File: config.mk
export PLATFORM = sky130hd
export DESIGN_NAME = interrupt_priority_status
export DESIGN_NICKNAME = d
export VERILOG_FILES = /design/src/interrupt_priority_status_pkg.sv /design/src/context_stack.sv /design/src/interrupt_priority_status.sv
export SDC_FILE = /design/constraint.sdc
export NUM_CORES = 1
export LEC_CHECK = 0
export BUFFER_PORTS_ARGS = -buffer_cell sky130_fd_sc_hd__buf_2
export CAP_MARGIN = 30
export CORE_MARGIN = 1
export CORE_UTILIZATION = 34
export CTS_BUF_LIST = sky130_fd_sc_hd__clkbuf_8
export CTS_CLUSTER_DIAMETER = 200
export CTS_CLUSTER_SIZE = 8
export DETAILED_ROUTE_END_ITERATION = 8
export GPL_ROUTABILITY_DRIVEN = 0
export RECOVER_POWER = 100
export SLEW_MARGIN = 20
export SYNTH_ARGS = -nofsm -noshare
export SYNTH_HDL_FRONTEND = slang
export SYNTH_HIERARCHICAL = 1
export SYNTH_SLANG_ARGS = --single-unit
File: constraint.sdc
create_clock -name aclk -period 8.07 [get_ports aclk]
set_input_delay 1.2105 -clock aclk [delete_from_list [all_inputs] [get_ports aclk]]
set_output_delay 1.2105 -clock aclk [all_outputs]
set_load 0.01 [all_outputs]
File: src/interrupt_priority_status_pkg.sv
// Constants shared by the interrupt priority and status block
package interrupt_priority_status_pkg;

  // ----------------------------------------------------------------
  // Register byte addresses
  // ----------------------------------------------------------------
  localparam logic [7:0] ADDR_UART_ERROR_PRIORITY     = 8'h00;
  localparam logic [7:0] ADDR_VOLTAGE_DETECT_PRIORITY = 8'h04;
  localparam logic [7:0] ADDR_WAKEUP_PRIORITY         = 8'h08;
  localparam logic [7:0] ADDR_INTERRUPT_STATUS_VECTOR = 8'h0c;
  localparam logic [7:0] ADDR_INTERRUPT_CONTROL_ONE   = 8'h10;

  // ----------------------------------------------------------------
  // Field positions
  // ----------------------------------------------------------------
  localparam int SECOND_UART_ERROR_LEVEL_POS = 8;
  localparam int FIRST_UART_ERROR_LEVEL_POS  = 4;
  localparam int VOLTAGE_DETECT_LEVEL_POS    = 0;
  localparam int LOW_POWER_WAKEUP_LEVEL_POS  = 0;
  localparam int REQUEST_UNACKNOWLEDGED_POS  = 15;
  localparam int VECTOR_HOLD_SELECT_POS      = 13;
  localparam int CPU_LEVEL_REPORT_POS        = 8;
  localparam int NESTING_DISABLE_POS         = 15;

  // ----------------------------------------------------------------
  // Reset values and encodings
  // ----------------------------------------------------------------
  localparam logic [2:0] PRIORITY_RESET      = 3'h4;
  localparam logic [2:0] PRIORITY_OFF        = 3'h0;
  localparam logic [2:0] PRIORITY_TOP_USER   = 3'h7;
  localparam logic [3:0] CPU_LEVEL_USER_MAX  = 4'h7;
  localparam logic [3:0] TRAP_BASE_LEVEL     = 4'h8;
  localparam logic [7:0] STATUS_LOW_RESET    = 8'h00;
  localparam logic [7:0] VECTOR_BASE         = 8'h08;
  localparam logic [1:0] RESP_OKAY           = 2'h0;
  localparam logic [1:0] RESP_SLVERR         = 2'h2;

  // ----------------------------------------------------------------
  // Sources, in ascending vector order
  // ----------------------------------------------------------------
  localparam int NUM_SOURCES = 4;
  localparam int NUM_TRAPS   = 4;
  localparam int SRC_FIRST_UART_ERROR  = 0;
  localparam int SRC_SECOND_UART_ERROR = 1;
  localparam int SRC_VOLTAGE_DETECT    = 2;
  localparam int SRC_LOW_POWER_WAKEUP  = 3;
  localparam logic [7:0] SOURCE_VECTOR [NUM_SOURCES] = '{8'h51, 8'h52, 8'h5a, 8'h5c};
  localparam logic [7:0] TRAP_VECTOR_BASE = 8'h01;

  // ----------------------------------------------------------------
  // Saved context stack
  // ----------------------------------------------------------------
  localparam int STACK_WIDTH = 9;
  localparam int STACK_DEPTH = 16;
  localparam logic [4:0] STACK_DEPTH_MAX = 5'h10;

endpackage

File: src/context_stack.sv
// Saved status stack with a registered top of stack
`timescale 1ns/1ps
`default_nettype none
module context_stack #(
  parameter int WIDTH = 9,
  parameter int DEPTH = 16
) (
  // Clock and reset
  input  wire logic             aclk,
  input  wire logic             aresetn,
  // Stack operations
  input  wire logic             push,
  input  wire logic             pop,
  input  wire logic [WIDTH-1:0] push_data,
  output logic      [WIDTH-1:0] top_data
);

  localparam int PW = $clog2(DEPTH);

  logic [WIDTH-1:0] mem [DEPTH];
  logic [PW-1:0]    sp_q;
  logic [PW-1:0]    sp_below;

  assign sp_below = sp_q - {{(PW-1){1'b0}}, 1'b1};

  // ----------------------------------------------------------------
  // Pointer and top register
  // ----------------------------------------------------------------
  always_ff @(posedge aclk)
  begin
    if (!aresetn)
    begin
      sp_q     <= '0;
      top_data <= '0;
    end
    else if (push)
    begin
      sp_q     <= sp_q + {{(PW-1){1'b0}}, 1'b1};
      top_data <= push_data;
    end
    else if (pop)
    begin
      sp_q     <= sp_below;
      top_data <= mem[sp_below];
    end
  end

  // Older entries sink into the array; the top lives in a register
  always_ff @(posedge aclk)
  begin
    if (push)
    begin
      mem[sp_q] <= top_data;
    end
  end

endmodule
`default_nettype wire

File: src/interrupt_priority_status.sv
// Interrupt priority fields, arbitration, CPU level tracking and status report
`timescale 1ns/1ps
`default_nettype none
// Notes on behaviour
// - Three-bit priority, 7 highest, 0 disables
// - Every priority field resets to four
// - Unimplemented bits read zero, ignore writes
// - Bit 15 flags request held off
// - Bit 13 selects pending or acknowledged vector
// - Bits 11-8 report CPU level
// - Bits 6-0 give vector minus eight
// - Acknowledge only above current CPU level
// - Nesting disable blocks user pre-emption in service
// - Shared equal priorities still work correctly
// - Flag still set requests service again
// - Return restores status byte and level
// - Trap flag still set retakes trap
// - CPU level 7 masks all user interrupts
// - Traps at levels 8-11 never masked by user levels
// - Timed disable blocks levels 1-6 only
// - Small variant drops UART error fields
module interrupt_priority_status #(
  parameter bit SMALL_VARIANT = 1'b0
) (
  // Clock and reset
  input  wire logic        aclk,
  input  wire logic        aresetn,
  // AXI4-Lite write channels
  input  wire logic [7:0]  s_axi_awaddr,
  input  wire logic        s_axi_awvalid,
  output logic             s_axi_awready,
  input  wire logic [31:0] s_axi_wdata,
  input  wire logic [3:0]  s_axi_wstrb,
  input  wire logic        s_axi_wvalid,
  output logic             s_axi_wready,
  output logic [1:0]       s_axi_bresp,
  output logic             s_axi_bvalid,
  input  wire logic        s_axi_bready,
  // AXI4-Lite read channels
  input  wire logic [7:0]  s_axi_araddr,
  input  wire logic        s_axi_arvalid,
  output logic             s_axi_arready,
  output logic [31:0]      s_axi_rdata,
  output logic [1:0]       s_axi_rresp,
  output logic             s_axi_rvalid,
  input  wire logic        s_axi_rready,
  // Peripheral sources and traps
  input  wire logic [3:0]  source_flag,
  input  wire logic [3:0]  source_enable,
  input  wire logic [3:0]  trap_flag,
  // Processor core
  output logic             irq_req,
  output logic [7:0]       irq_vector,
  output logic [3:0]       irq_level,
  input  wire logic        irq_ack,
  input  wire logic        return_from_interrupt,
  input  wire logic        status_write,
  input  wire logic [7:0]  status_wdata,
  input  wire logic        timed_disable_start,
  input  wire logic [13:0] timed_disable_cycles,
  output logic [7:0]       status_low_byte,
  output logic [3:0]       cpu_level
);

  // ----------------------------------------------------------------
  // State
  // ----------------------------------------------------------------
  logic [2:0]  level_q [4];
  logic        vector_hold_select_q;
  logic        nesting_disable_q;
  logic        ipl3_q;
  logic [4:0]  depth_q;
  logic [13:0] disable_cnt_q;
  logic [7:0]  acked_vector_q;
  logic        request_unacknowledged_q;
  logic [7:0]  pending_vector_q;
  logic [8:0]  stack_top;
  logic        take;
  logic        give_back;

  logic [7:0]  aw_addr_q;
  logic        aw_held_q;
  logic [31:0] w_data_q;
  logic [3:0]  w_strb_q;
  logic        w_held_q;
  logic        do_write;

  assign cpu_level = {ipl3_q, status_low_byte[7:5]};
  assign take      = irq_ack && irq_req;
  assign give_back = return_from_interrupt && (depth_q != 5'h00) && !take;

  // ----------------------------------------------------------------
  // Arbitration
  // ----------------------------------------------------------------
  logic [2:0] eff_level [4];
  logic       found_d;
  logic [3:0] best_level_d;
  logic [7:0] best_vector_d;
  logic       any_pending_d;
  logic [3:0] top_pend_level_d;
  logic [7:0] top_pend_vector_d;
  logic       user_blocked;

  always_comb
  begin
    for (int i = 0; i < 4; i++)
    begin
      eff_level[i] = level_q[i];
    end
    if (SMALL_VARIANT)
    begin
      eff_level[interrupt_priority_status_pkg::SRC_FIRST_UART_ERROR]  = 3'h0;
      eff_level[interrupt_priority_status_pkg::SRC_SECOND_UART_ERROR] = 3'h0;
    end
  end

  // Nested service off: nothing user-level pre-empts a running handler
  assign user_blocked = nesting_disable_q && (depth_q != 5'h00);

  always_comb
  begin
    found_d           = 1'b0;
    best_level_d      = 4'h0;
    best_vector_d     = 8'h00;
    any_pending_d     = 1'b0;
    top_pend_level_d  = 4'h0;
    top_pend_vector_d = 8'h00;
    // Ascending vector scan with strict compare keeps the lowest vector on ties
    for (int i = 0; i < interrupt_priority_status_pkg::NUM_SOURCES; i++)
    begin
      if (source_flag[i] && source_enable[i]
          && eff_level[i] != interrupt_priority_status_pkg::PRIORITY_OFF)
      begin
        if (!any_pending_d || {1'b0, eff_level[i]} > top_pend_level_d)
        begin
          top_pend_level_d  = {1'b0, eff_level[i]};
          top_pend_vector_d = interrupt_priority_status_pkg::SOURCE_VECTOR[i];
        end
        any_pending_d = 1'b1;
        if ({1'b0, eff_level[i]} > cpu_level && !user_blocked
            && !(disable_cnt_q != 14'h0000
                 && eff_level[i] != interrupt_priority_status_pkg::PRIORITY_TOP_USER)
            && (!found_d || {1'b0, eff_level[i]} > best_level_d))
        begin
          found_d       = 1'b1;
          best_level_d  = {1'b0, eff_level[i]};
          best_vector_d = interrupt_priority_status_pkg::SOURCE_VECTOR[i];
        end
      end
    end
    // Traps sit above every user level and ignore every user mask
    for (int t = 0; t < interrupt_priority_status_pkg::NUM_TRAPS; t++)
    begin
      if (trap_flag[t]
          && interrupt_priority_status_pkg::TRAP_BASE_LEVEL + 4'(t) > cpu_level
          && (!found_d || interrupt_priority_status_pkg::TRAP_BASE_LEVEL + 4'(t) > best_level_d))
      begin
        found_d       = 1'b1;
        best_level_d  = interrupt_priority_status_pkg::TRAP_BASE_LEVEL + 4'(t);
        best_vector_d = interrupt_priority_status_pkg::TRAP_VECTOR_BASE + 8'(t);
      end
    end
  end

  // Request outputs are registered; a flag cleared now drops the request next cycle
  always_ff @(posedge aclk)
  begin
    if (!aresetn)
    begin
      irq_req                  <= 1'b0;
      irq_level                <= 4'h0;
      irq_vector               <= 8'h00;
      request_unacknowledged_q <= 1'b0;
      pending_vector_q         <= 8'h00;
    end
    else
    begin
      irq_req                  <= found_d && !take;
      irq_level                <= best_level_d;
      irq_vector               <= best_vector_d;
      request_unacknowledged_q <= any_pending_d && !found_d;
      pending_vector_q         <= top_pend_vector_d;
    end
  end

  // ----------------------------------------------------------------
  // CPU level, nesting and return
  // ----------------------------------------------------------------
  context_stack #(
    .WIDTH (interrupt_priority_status_pkg::STACK_WIDTH),
    .DEPTH (interrupt_priority_status_pkg::STACK_DEPTH)
  ) u_context_stack (
    .aclk      (aclk),
    .aresetn   (aresetn),
    .push      (take),
    .pop       (give_back),
    .push_data ({status_low_byte, ipl3_q}),
    .top_data  (stack_top)
  );

  always_ff @(posedge aclk)
  begin
    if (!aresetn)
    begin
      status_low_byte <= interrupt_priority_status_pkg::STATUS_LOW_RESET;
      ipl3_q          <= 1'b0;
      depth_q         <= 5'h00;
      acked_vector_q  <= 8'h00;
    end
    else if (take)
    begin
      status_low_byte[7:5] <= irq_level[2:0];
      ipl3_q               <= irq_level[3];
      acked_vector_q       <= irq_vector;
      if (depth_q != interrupt_priority_status_pkg::STACK_DEPTH_MAX)
      begin
        depth_q <= depth_q + 5'h01;
      end
    end
    else if (give_back)
    begin
      status_low_byte <= stack_top[8:1];
      ipl3_q          <= stack_top[0];
      depth_q         <= depth_q - 5'h01;
    end
    else if (status_write)
    begin
      status_low_byte <= status_wdata;
    end
  end

  // Timed disable counts down once per clock
  always_ff @(posedge aclk)
  begin
    if (!aresetn)
    begin
      disable_cnt_q <= 14'h0000;
    end
    else if (timed_disable_start)
    begin
      disable_cnt_q <= timed_disable_cycles;
    end
    else if (disable_cnt_q != 14'h0000)
    begin
      disable_cnt_q <= disable_cnt_q - 14'h0001;
    end
  end

  // ----------------------------------------------------------------
  // AXI4-Lite write path
  // ----------------------------------------------------------------
  assign s_axi_awready = !aw_held_q;
  assign s_axi_wready  = !w_held_q;
  assign do_write      = aw_held_q && w_held_q && !s_axi_bvalid;

  always_ff @(posedge aclk)
  begin
    if (!aresetn)
    begin
      aw_held_q    <= 1'b0;
      w_held_q     <= 1'b0;
      aw_addr_q    <= 8'h00;
      w_data_q     <= 32'h0000_0000;
      w_strb_q     <= 4'h0;
      s_axi_bvalid <= 1'b0;
      s_axi_bresp  <= interrupt_priority_status_pkg::RESP_OKAY;
    end
    else
    begin
      if (s_axi_awvalid && !aw_held_q)
      begin
        aw_held_q <= 1'b1;
        aw_addr_q <= s_axi_awaddr;
      end
      if (s_axi_wvalid && !w_held_q)
      begin
        w_held_q <= 1'b1;
        w_data_q <= s_axi_wdata;
        w_strb_q <= s_axi_wstrb;
      end
      if (do_write)
      begin
        aw_held_q    <= 1'b0;
        w_held_q     <= 1'b0;
        s_axi_bvalid <= 1'b1;
        case (aw_addr_q)
          interrupt_priority_status_pkg::ADDR_UART_ERROR_PRIORITY,
          interrupt_priority_status_pkg::ADDR_VOLTAGE_DETECT_PRIORITY,
          interrupt_priority_status_pkg::ADDR_WAKEUP_PRIORITY,
          interrupt_priority_status_pkg::ADDR_INTERRUPT_STATUS_VECTOR,
          interrupt_priority_status_pkg::ADDR_INTERRUPT_CONTROL_ONE:
            s_axi_bresp <= interrupt_priority_status_pkg::RESP_OKAY;
          default:
            s_axi_bresp <= interrupt_priority_status_pkg::RESP_SLVERR;
        endcase
      end
      else if (s_axi_bvalid && s_axi_bready)
      begin
        s_axi_bvalid <= 1'b0;
      end
    end
  end

  // Only the documented field bits are stored; every other bit is dropped
  always_ff @(posedge aclk)
  begin
    if (!aresetn)
    begin
      for (int i = 0; i < 4; i++)
      begin
        level_q[i] <= interrupt_priority_status_pkg::PRIORITY_RESET;
      end
      vector_hold_select_q <= 1'b0;
      nesting_disable_q    <= 1'b0;
    end
    else if (do_write)
    begin
      case (aw_addr_q)
        interrupt_priority_status_pkg::ADDR_UART_ERROR_PRIORITY:
        begin
          if (w_strb_q[1] && !SMALL_VARIANT)
            level_q[1] <= w_data_q[interrupt_priority_status_pkg::SECOND_UART_ERROR_LEVEL_POS +: 3];
          if (w_strb_q[0] && !SMALL_VARIANT)
            level_q[0] <= w_data_q[interrupt_priority_status_pkg::FIRST_UART_ERROR_LEVEL_POS +: 3];
        end
        interrupt_priority_status_pkg::ADDR_VOLTAGE_DETECT_PRIORITY:
          if (w_strb_q[0])
            level_q[2] <= w_data_q[interrupt_priority_status_pkg::VOLTAGE_DETECT_LEVEL_POS +: 3];
        interrupt_priority_status_pkg::ADDR_WAKEUP_PRIORITY:
          if (w_strb_q[0])
            level_q[3] <= w_data_q[interrupt_priority_status_pkg::LOW_POWER_WAKEUP_LEVEL_POS +: 3];
        interrupt_priority_status_pkg::ADDR_INTERRUPT_STATUS_VECTOR:
          if (w_strb_q[1])
            vector_hold_select_q <= w_data_q[interrupt_priority_status_pkg::VECTOR_HOLD_SELECT_POS];
        interrupt_priority_status_pkg::ADDR_INTERRUPT_CONTROL_ONE:
          if (w_strb_q[1])
            nesting_disable_q <= w_data_q[interrupt_priority_status_pkg::NESTING_DISABLE_POS];
        default:
          vector_hold_select_q <= vector_hold_select_q;
      endcase
    end
  end

  // ----------------------------------------------------------------
  // AXI4-Lite read path
  // ----------------------------------------------------------------
  logic [31:0] rdata_d;
  logic        rerr_d;
  logic [7:0]  shown_vector;

  // Hold off shows the live winner; otherwise the last taken vector
  assign shown_vector = vector_hold_select_q ? pending_vector_q : acked_vector_q;
  assign s_axi_arready = !s_axi_rvalid;

  always_comb
  begin
    rdata_d = 32'h0000_0000;
    rerr_d  = 1'b0;
    case (s_axi_araddr)
      interrupt_priority_status_pkg::ADDR_UART_ERROR_PRIORITY:
      begin
        rdata_d[interrupt_priority_status_pkg::SECOND_UART_ERROR_LEVEL_POS +: 3] = eff_level[1];
        rdata_d[interrupt_priority_status_pkg::FIRST_UART_ERROR_LEVEL_POS +: 3]  = eff_level[0];
      end
      interrupt_priority_status_pkg::ADDR_VOLTAGE_DETECT_PRIORITY:
        rdata_d[interrupt_priority_status_pkg::VOLTAGE_DETECT_LEVEL_POS +: 3] = level_q[2];
      interrupt_priority_status_pkg::ADDR_WAKEUP_PRIORITY:
        rdata_d[interrupt_priority_status_pkg::LOW_POWER_WAKEUP_LEVEL_POS +: 3] = level_q[3];
      interrupt_priority_status_pkg::ADDR_INTERRUPT_STATUS_VECTOR:
      begin
        rdata_d[interrupt_priority_status_pkg::REQUEST_UNACKNOWLEDGED_POS] =
          request_unacknowledged_q;
        rdata_d[interrupt_priority_status_pkg::VECTOR_HOLD_SELECT_POS] = vector_hold_select_q;
        rdata_d[interrupt_priority_status_pkg::CPU_LEVEL_REPORT_POS +: 4] = cpu_level;
        rdata_d[6:0] = 7'(shown_vector - interrupt_priority_status_pkg::VECTOR_BASE);
      end
      interrupt_priority_status_pkg::ADDR_INTERRUPT_CONTROL_ONE:
        rdata_d[interrupt_priority_status_pkg::NESTING_DISABLE_POS] = nesting_disable_q;
      default:
        rerr_d = 1'b1;
    endcase
  end

  always_ff @(posedge aclk)
  begin
    if (!aresetn)
    begin
      s_axi_rvalid <= 1'b0;
      s_axi_rdata  <= 32'h0000_0000;
      s_axi_rresp  <= interrupt_priority_status_pkg::RESP_OKAY;
    end
    else if (s_axi_arvalid && !s_axi_rvalid)
    begin
      s_axi_rvalid <= 1'b1;
      s_axi_rdata  <= rdata_d;
      s_axi_rresp  <= rerr_d ? interrupt_priority_status_pkg::RESP_SLVERR
                             : interrupt_priority_status_pkg::RESP_OKAY;
    end
    else if (s_axi_rvalid && s_axi_rready)
    begin
      s_axi_rvalid <= 1'b0;
    end
  end
endmodule
`default_nettype wire

==> results of run 1 <==
-- report_power, final --
part / internal (W) / switching [W] / total (W) / leakage, nW
sequential: 0.00163 / 0.000197 / 0.00183 / 2.29
combinational: 0.000581 / 0.000716 / 0.00130 / 2.38
clock: 0.000476 / 0.000507 / 0.000983 / 0.432
total: 0.00269 / 0.00142 / 0.00411 / 5.11
-- metal layers --
metal  part of all wire (%)  up-vias  track usage, %
met1                     42     4080           19.84
met5                  0.044        -               0
met3                    4.5       63           3.103
li1                       -     4044               -
met2                     50      207           28.83
met4                    3.2        2           6.685
-- cell type report --
class	count	area, µm²
clock buffers	38	523.0
clock inverters	29	156.4
fillers	3490	21730
inverters	53	198.9
multi-input cells	663	4872
flip-flops and latches	260	6768
well taps	461	576.8
repair buffers	145	659.4
-- worst paths after layout --
kind	startpoint	end	cells past startpoint
worst max-delay path	disable_cnt_q[8]	irq_level[0]	25
worst min-delay path	w_data_q[5]	w_data_q[5]	2
worst max register to register	disable_cnt_q[8]	irq_level[0]	25
worst min register to register	w_data_q[5]	w_data_q[5]	2
-- cell usage after synthesis (all sizes together), types with 8 or more instances --
master | number | share of area (%)
a221oi | 17 | 1.2
a22oi | 14 | 0.86
a31oi | 9 | 0.46
buf | 40 | 2.6
nor3b | 8 | 0.49
nor3 | 21 | 0.86
o21ai | 31 | 1.3
nand2b | 8 | 0.41
nor2b | 12 | 0.61
mux2 | 23 | 2.1
mux2i | 32 | 2.6
edfxtp | 156 | 38
clkbuf | 32 | 0.98
and2 | 10 | 0.51
a21oi | 56 | 2.3
nor4 | 9 | 0.69
mux4 | 32 | 6.4
nand3 | 25 | 1.0
xnor2 | 9 | 0.65
nand4 | 9 | 0.58
dfxtp | 104 | 17
nand2 | 77 | 2.4
ha | 42 | 4.3
xor2 | 11 | 0.79
inv | 53 | 1.6
nor2 | 104 | 3.2
-- registers in the layout, indices dropped and copies added, names as in the netlist, 8 cells and up --
| signal | cells |
|---|---|
| status_low_byte | 8 |
| u_context_stack/mem | 144 |
| u_context_stack/top_data | 9 |
| s_axi_rdata | 13 |
| w_data_q | 11 |
| disable_cnt_q | 14 |
| level_q | 12 |
| aw_addr_q | 8 |
-- kinds of logic after synthesis --
kind of cell | after synthesis | share of synthesized area [%]
compound gates | 181 | 10.02
xor+xnor | 20 | 1.435
fa+ha+maj | 43 | 4.468
buf+inv | 125 | 5.175
flops | 260 | 55.42
mux | 87 | 11.11
other cells | 1 | 0.03071
simple gates | 309 | 12.34
-- critical path: stages (launching register included) --
cell      delay (ps)
dfxtp_1          340
nor4_1           570
nand4_1          550
a2111o_1         640
nor3_1           290
inv_1             80
ha_1             290
nor2b_1          130
o21ai_0          130
a32oi_1          110
o311ai_4         430
mux2i_1          400
ha_1             310
nor2b_1          130
o21ai_0          140
a32oi_1          110
o21bai_2         380
mux2_2           390
ha_1             170
nor2b_1          100
o21a_1           110
o21ai_0           70
nor3_1           250
a31o_2           250
and3b_1          200
o31a_1           280
-- placed cells by master (no fill, tap or decap), types with 32 or more instances in the layout --
cell      count
clkbuf_8     38
nor2_1      104
dfxtp_1     103
clkbuf_1     65
inv_1        77
edfxtp_1    156
ha_1         42
a21oi_1      56
buf_2        74
nand2_1      77
mux2i_1      32
-- per-stage QoR --
stage	power, W	hold WS, ps	cells	cell area [µm²]
after floorplan	0.002781	431.2	1048	12290
after global placement	0.003135	441.9	1564	13130
after detailed placement	0.003183	444.6	1575	13240
after CTS	0.004167	453.4	1642	13920
after global routing	0.004346	479.7	1649	13750
final	0.004106	449.7	1649	13750
==> results_dict.tcl, run 1 <==
set metrics [dict create \
    status "complete, but fails checks" \
    violations "max-capacitance violations, max-slew violations" \
    synth-edff-count 156 \
    cp_data_required_time_ps 8520 \
    synth_ff_type "edfxtp_1" \
    clk-insertion-delay-late_ps 560 \
    hpwlAfterDp_mm 20.69 \
    drive_gt1_share_pct 14.39 \
    start_kind "flip-flop" \
    ys_seq_area_share_pct 55.42 \
    num_vias 8396 \
    synthCells 1026 \
    fin_crit_ps 6957 \
    grt_max_degree 78 \
    rows 69 \
    crit_path_end_kind "flip-flop" \
    slew_viol_final 163 \
    grt.overflow.total 0 \
    ant_nets 0 \
    setup_viol 0 \
    htreeDepth 2 \
    wire_per_inst_um 18.10 \
    cap_viol_max_count 3 \
    max_freq_mhz 143.8 \
    synth_cell_types 72 \
    cts_resized 0 \
    die_w_um 191.5 \
    post-route-util_pct 38.76 \
    first_pass_iters 5 \
    peakVddDrop_mv 0.1540 \
    start_util_pct 34.41 \
    synthArstFlopShare_pct 0 \
    cts_max_path_buffers 3 \
    wirelength_mm 29.84 \
    antenna_found_initial 1 \
    hold_violations 0 \
    p_per_area_mw_per_mm2 298.5 \
    cts_tree "yes" \
    worst-slew-pin-transition_ps 3702 \
    cts_buffers 38 \
    die_h_um 191.5 \
    cp.arrival_ps 7400 \
    yosys_register_bits 260 \
    final.setup.worst_slack_ps 1113 \
    die_area_mm2 0.03667 \
    port_buffers 116 \
    cts-root-buf "clkbuf_8" \
    ff2ff_setup_slack_ps 1110 \
    tns_ps 0 \
    grt_pass1_vias 8348 \
    critPathKind "reg -> reg" \
    path_clk_slew_ps 70 \
    route.detailed.drc 0 \
    routed_via_density 5.092 \
    boundaryPins 163 \
    avgSynthCellArea_um2 11.90 \
    post-route-period-util_pct 86.20 \
    finClkSkew_ps 52.24 \
    syn2layout_area_growth_pct 12.66 \
    path_max_fanout 9 \
    antenna_cells 0 \
    core_area_mm2 0.03548 \
    grt_pass1_wl_mm 46.51 \
    max_slew_margin_pct -146.8 \
    final_nets 1301 \
    p_leak_nw 5.109 \
    rsz0062_at_grt "false" \
    grt_usage_pct 16.49 \
    syn_area_mm2 0.01221 \
    dp_slack_ps 1364 \
    drt-initial-drc-count 454 \
    min_path_type "reg -> reg" \
    cts_hold_buf 0 \
    post_cts_buffers 0 \
    cts_sinks 260 \
    yosys_warnings 6 \
]
No activity file was read; power rests on OpenSTA's default activity.
==> inputs of run 2 (changes only) <==
Clock period 8.07 ns to 8.24 ns, I/O delays scaled along.
==> run 2 against run 1 <==
The flow still finishes with violations (max-capacitance violations, max-slew violations). Register-to-register slack better by 50 ps. Count of clock-buffer cells in the layout unchanged. Clock skew is 13 ps lower. Maximum frequency is 1.6% lower. Worst hold slack hardly changed. Clock power decreased by 2.2%. Power down 2.1%. Critical endpoint unchanged. Highest routed layer is now met4.
==> results_dict.tcl, run 2 (synthesis results as in run 1) <==
set metrics [dict create \
    status "complete, but fails checks" \
    violations "max-capacitance violations, max-slew violations" \
    cts_buffers 38 \
    cap_viol_max_count 4 \
    cp.arrival_ps 7520 \
    max_slew_margin_pct -141.3 \
    crit_family "compound AO/OA/AOI/OAI gates" \
    hpwlAfterDp_mm 20.49 \
    post_cts_buffers 0 \
    largest_register_ffs 144 \
    final_nets 1299 \
    route.detailed.drc 0 \
    peakVddDrop_mv 0.1601 \
    holdPathEnd "w_data_q[5]" \
    hold_depth 2 \
    worst-slew-pin-transition_ps 3619 \
    cts_sinks 260 \
    routed_via_density 5.075 \
    ant_nets 0 \
    finClkSkew_ps 38.79 \
    htreeDepth 2 \
    core_area_mm2 0.03548 \
    fin_cells 1647 \
    drive_gt1_share_pct 14.25 \
    grt_pass1_vias 8238 \
    rsz0062_at_grt "false" \
    multi_input_area_mm2 0.004876 \
    p_per_area_mw_per_mm2 292.3 \
    antenna_found_initial 0 \
    num_vias 8358 \
    path_clk_slew_ps 60 \
    path_max_fanout 9 \
    cts_resized 0 \
    syn2layout_area_growth_pct 12.69 \
    grt_pass1_wl_mm 45.08 \
    ff2ff_setup_slack_ps 1170 \
    die_area_mm2 0.03667 \
    crit_path_end_kind "flip-flop" \
    timing.hold.ws_ps 449.2 \
    cpPeakStageDelay_ps 630 \
    post-route-period-util_pct 85.83 \
    die_h_um 191.5 \
    cts_hold_buf 0 \
    antenna_cells 0 \
    cp_data_required_time_ps 8690 \
    worstHoldStart "w_data_q[5]" \
    largestRegisters "u_context_stack/mem x144, disable_cnt_q x14, s_axi_rdata x13" \
    drt-initial-drc-count 436 \
    slew_viol_final 194 \
    p_leak_nw 5.112 \
    min_path_type "reg -> reg" \
    rr_worst_depth 25 \
    cts_max_path_buffers 3 \
    first_pass_iters 4 \
    wire_per_inst_um 17.79 \
    final_common_cell "edfxtp_1" \
    hold_violations 0 \
    final.setup.worst_slack_ps 1168 \
    cts_tree "yes" \
    rows 69 \
    setup_viol 0 \
    wirelength_mm 29.31 \
    critPathKind "reg -> reg" \
    fin_crit_ps 7072 \
    place_inst 1576 \
    r2r_start "disable_cnt_q[4]" \
    cts-root-buf "clkbuf_8" \
    grt_usage_pct 16.00 \
    clk-insertion-delay-late_ps 560 \
    seq_area_mm2 0.006768 \
    grt_max_degree 78 \
    dp_slack_ps 1589 \
    tns_ps 0 \
    port_buffers 116 \
    cpMaxStageDelayCell "a2111o_1" \
    mostFrequentLayoutCells "156 x edfxtp_1, 104 x nor2_1, 103 x dfxtp_1, 77 x nand2_1, 77 x inv_1" \
    n_fill_cell 3435 \
    r2r_end "irq_level[0]" \
    start_util_pct 34.41 \
    boundaryPins 163 \
    max_freq_mhz 141.4 \
    grt.overflow.total 0 \
    cp_num_buf_inv 1 \
    top_register "u_context_stack/mem" \
    start_kind "flip-flop" \
    die_w_um 191.5 \
]
-- run 2: metal layers --
metal	vias to the layer above	part of all wire, %	wire [µm]	global-route usage, %
met5	-	0	0	0
met4	0	4.3	1249	7.753
met3	74	4.9	1431	3.084
met2	223	50	14600	28.11
met1	4034	41	12030	18.61
li1	4027	-	-	-
-- run 2: worst reg2reg max path: stages, from the launching register on --
cell	delay [ps]
dfxtp_1	370
nor4_4	430
nand4_1	500
a2111o_1	640
nor3_1	290
inv_1	80
ha_1	290
nor2b_1	130
o21ai_0	130
a32oi_1	110
o311ai_4	410
mux2i_1	410
ha_1	310
nor2b_1	130
o21ai_0	150
a32oi_1	100
o21bai_1	560
mux2_2	410
ha_1	170
nor2b_1	100
o21a_1	110
o21ai_0	70
nor3_1	260
a31o_1	320
and3b_1	220
o31a_1	260
-- run 2: cell type report --
| cell class | count | share of cell area (%) |
|---|---|---|
| Sequential cell | 260 | 49.19 |
| Inverter | 53 | 1.446 |
| Tap cell | 461 | 4.192 |
| Clock inverter | 29 | 1.219 |
| Clock buffer | 38 | 3.801 |
| Multi-Input combinational cell | 663 | 35.44 |
| Timing Repair Buffer | 143 | 4.711 |
-- run 2: worst max path at each step --
stage,start,end,slack [ps],cells after the start
after global placement,disable_cnt_q[4],irq_level[0],1630,25
after floorplan,source_enable[0],irq_level[0],2330,23
after CTS,disable_cnt_q[4],irq_level[0],1560,25
after global routing,u_context_stack/sp_q[0],u_context_stack/top_data[7],630,8
after detailed placement,disable_cnt_q[8],irq_level[0],1590,25
final,disable_cnt_q[4],irq_level[0],1170,25
-- run 2: power breakdown --
group	switching, W	leakage, nW	internal [W]
sequential	0.000191	2.29	0.00160
combinational	0.000693	2.38	0.000580
clock	0.000492	0.441	0.000469
total	0.00138	5.11	0.00265
-- run 2: metrics by stage --
step                      utilization [%]  area, µm²  total power (W)
after floorplan                         -      12290         0.002724
after global placement              37.00      13130         0.003070
after detailed placement            37.31      13240         0.003106
after CTS                           39.26      13930         0.004075
after global routing                38.77      13760         0.004261
final                               38.77      13760         0.004021
==> inputs of run 3 (changes only) <==
Settings changed: CORE_UTILIZATION 34 to 60, PLACE_DENSITY set to 0.83.
==> run 3 against run 2 <==
The run still ends with max-capacitance violations, max-slew violations left. Sequential power about the same. Cell count decreased by 13%. Final area decreased by 2.3%. Largest power group unchanged.
==> results_dict.tcl, run 3 (synthesis results as in run 1) <==
set metrics [dict create \
    path_clk_slew_ps 60 \
    htreeDepth 2 \
    largest_register_ffs 144 \
    cts_sinks 260 \
    cts_max_path_buffers 3 \
    clk-insertion-delay-late_ps 570 \
    cts_hold_buf 0 \
    dp_slack_ps 1625 \
    cts-root-buf "clkbuf_8" \
    num_vias 8630 \
    cap_viol_max_count 4 \
    status "complete, but fails checks" \
    start_kind "flip-flop" \
    min_path_type "reg -> reg" \
    post-route-period-util_pct 84.21 \
    peakVddDrop_mv 0.1802 \
    path_max_fanout 9 \
    route.detailed.drc 0 \
    p_leak_nw 5.078 \
    crit_path_end_kind "flip-flop" \
    ant_nets 0 \
    drive_gt1_share_pct 14.37 \
    antenna_cells 0 \
    tns_ps 0 \
    cts_tree "yes" \
    rsz0062_at_grt "false" \
    setup_viol 0 \
    worst-slew-pin-transition_ps 2893 \
    syn2layout_area_growth_pct 10.15 \
    boundaryPins 163 \
    top_register "u_context_stack/mem" \
    fin_cells 1434 \
    fin_crit_ps 6939 \
    p_per_area_mw_per_mm2 298.4 \
    first_pass_iters 5 \
    die_area_mm2 0.02092 \
    post_cts_buffers 0 \
    violations "max-capacitance violations, max-slew violations" \
    drt-initial-drc-count 599 \
    cp_data_required_time_ps 8680 \
    grt_usage_pct 27.43 \
    timing.hold.ws_ps 459.5 \
    grt.overflow.total 0 \
    die_w_um 144.7 \
    max_freq_mhz 144.1 \
    grt_pass1_vias 8279 \
    antenna_found_initial 1 \
    hpwlAfterDp_mm 19.23 \
    final.setup.worst_slack_ps 1301 \
    cp.arrival_ps 7380 \
    grt_max_degree 66 \
    port_buffers 116 \
    routed_via_density 6.018 \
    slew_viol_final 96 \
    critPathKind "reg -> reg" \
    total_power_w 0.004012 \
    grt_pass1_wl_mm 42.99 \
    rows 51 \
    wire_per_inst_um 19.65 \
    die_h_um 144.7 \
    place_inst 1366 \
    final_common_cell "edfxtp_1" \
    largestRegisters "u_context_stack/mem x144, disable_cnt_q x14, s_axi_rdata x13" \
    mostFrequentLayoutCells "156 x edfxtp_1, 104 x nor2_1, 103 x dfxtp_1, 77 x nand2_1, 76 x inv_1" \
    cts_resized 0 \
    core_area_mm2 0.01972 \
    start_util_pct 61.92 \
    hold_violations 0 \
    final_nets 1284 \
    cts_buffers 38 \
    max_slew_margin_pct -92.89 \
    finClkSkew_ps 42.88 \
    wirelength_mm 28.18 \
]
run 3: cell count changes in the layout (fill, tap and decap cells not counted), sizes merged:
cell	change
clkinv	-1
clkbuf	-13
buf	-2
inv	-1
run 3: final timing paths:
kind                                          from            to  slack, ps  depth (start not counted)
worst max-delay path            status_low_byte[6]  irq_level[0]       1300                         27
worst min-delay path                   w_data_q[2]   w_data_q[2]        460                          2
worst max register to register  status_low_byte[6]  irq_level[0]       1300                         27
worst min register to register         w_data_q[2]   w_data_q[2]        460                          2
run 3: power by group:
part           switching, W  internal, W
combinational      0.000693     0.000558
clock              0.000480     0.000468
sequential         0.000217      0.00160
run 3: worst max-delay path, stage by stage, from the launching register on:
cell and delay [ps]:
dfxtp_1 680, inv_1 240, ha_1 370, nand3_1 80, o21ai_0 80, a2111o_1 400, nor3_1 300, inv_1 80
ha_1 300, nor2b_1 140, o21ai_0 130, a32oi_1 110, o311ai_4 370, mux2i_1 350, ha_1 300, nor2b_1 130
o21ai_0 150, a32oi_1 100, o21bai_1 540, mux2_2 410, ha_1 180, nor2b_1 110, o21a_1 120, o21ai_0 90
nor3_1 280, a31o_1 320, and3b_1 220, o31a_1 270
run 3: per-stage QoR:
| step | cell area, µm² | utilization (%) |
|---|---|---|
| 6_report | 13450 | 68.20 |
| 5_1_grt | 13450 | 68.20 |
| 4_1_cts | 13540 | 68.68 |
| 3_5_place_dp | 12860 | 65.22 |
| 3_3_place_gp | 12850 | 65.18 |
| 2_1_floorplan | 12290 | - |
run 3: layout make-up:
type                    count  area [µm²]
flip-flops and latches    260        6768
fillers                  1406        6270
multi-input cells         663        4877
repair buffers            128       589.3
clock buffers              38       523.0
well taps                 265       331.6
inverters                  53       198.9
clock inverters            27       160.2
run 3: per-layer routing:
layer  part of all wire (%)  routed length [µm]  vias to the layer above  track usage (%)
li1                       -                   -                     4012                -
met3                    7.9                2232                       64            6.153
met4                    3.0                 856                        2            11.19
met2                     50               14160                      415            45.82
met5                  0.050                  14                        -                0
met1                     39               10920                     4137            34.62
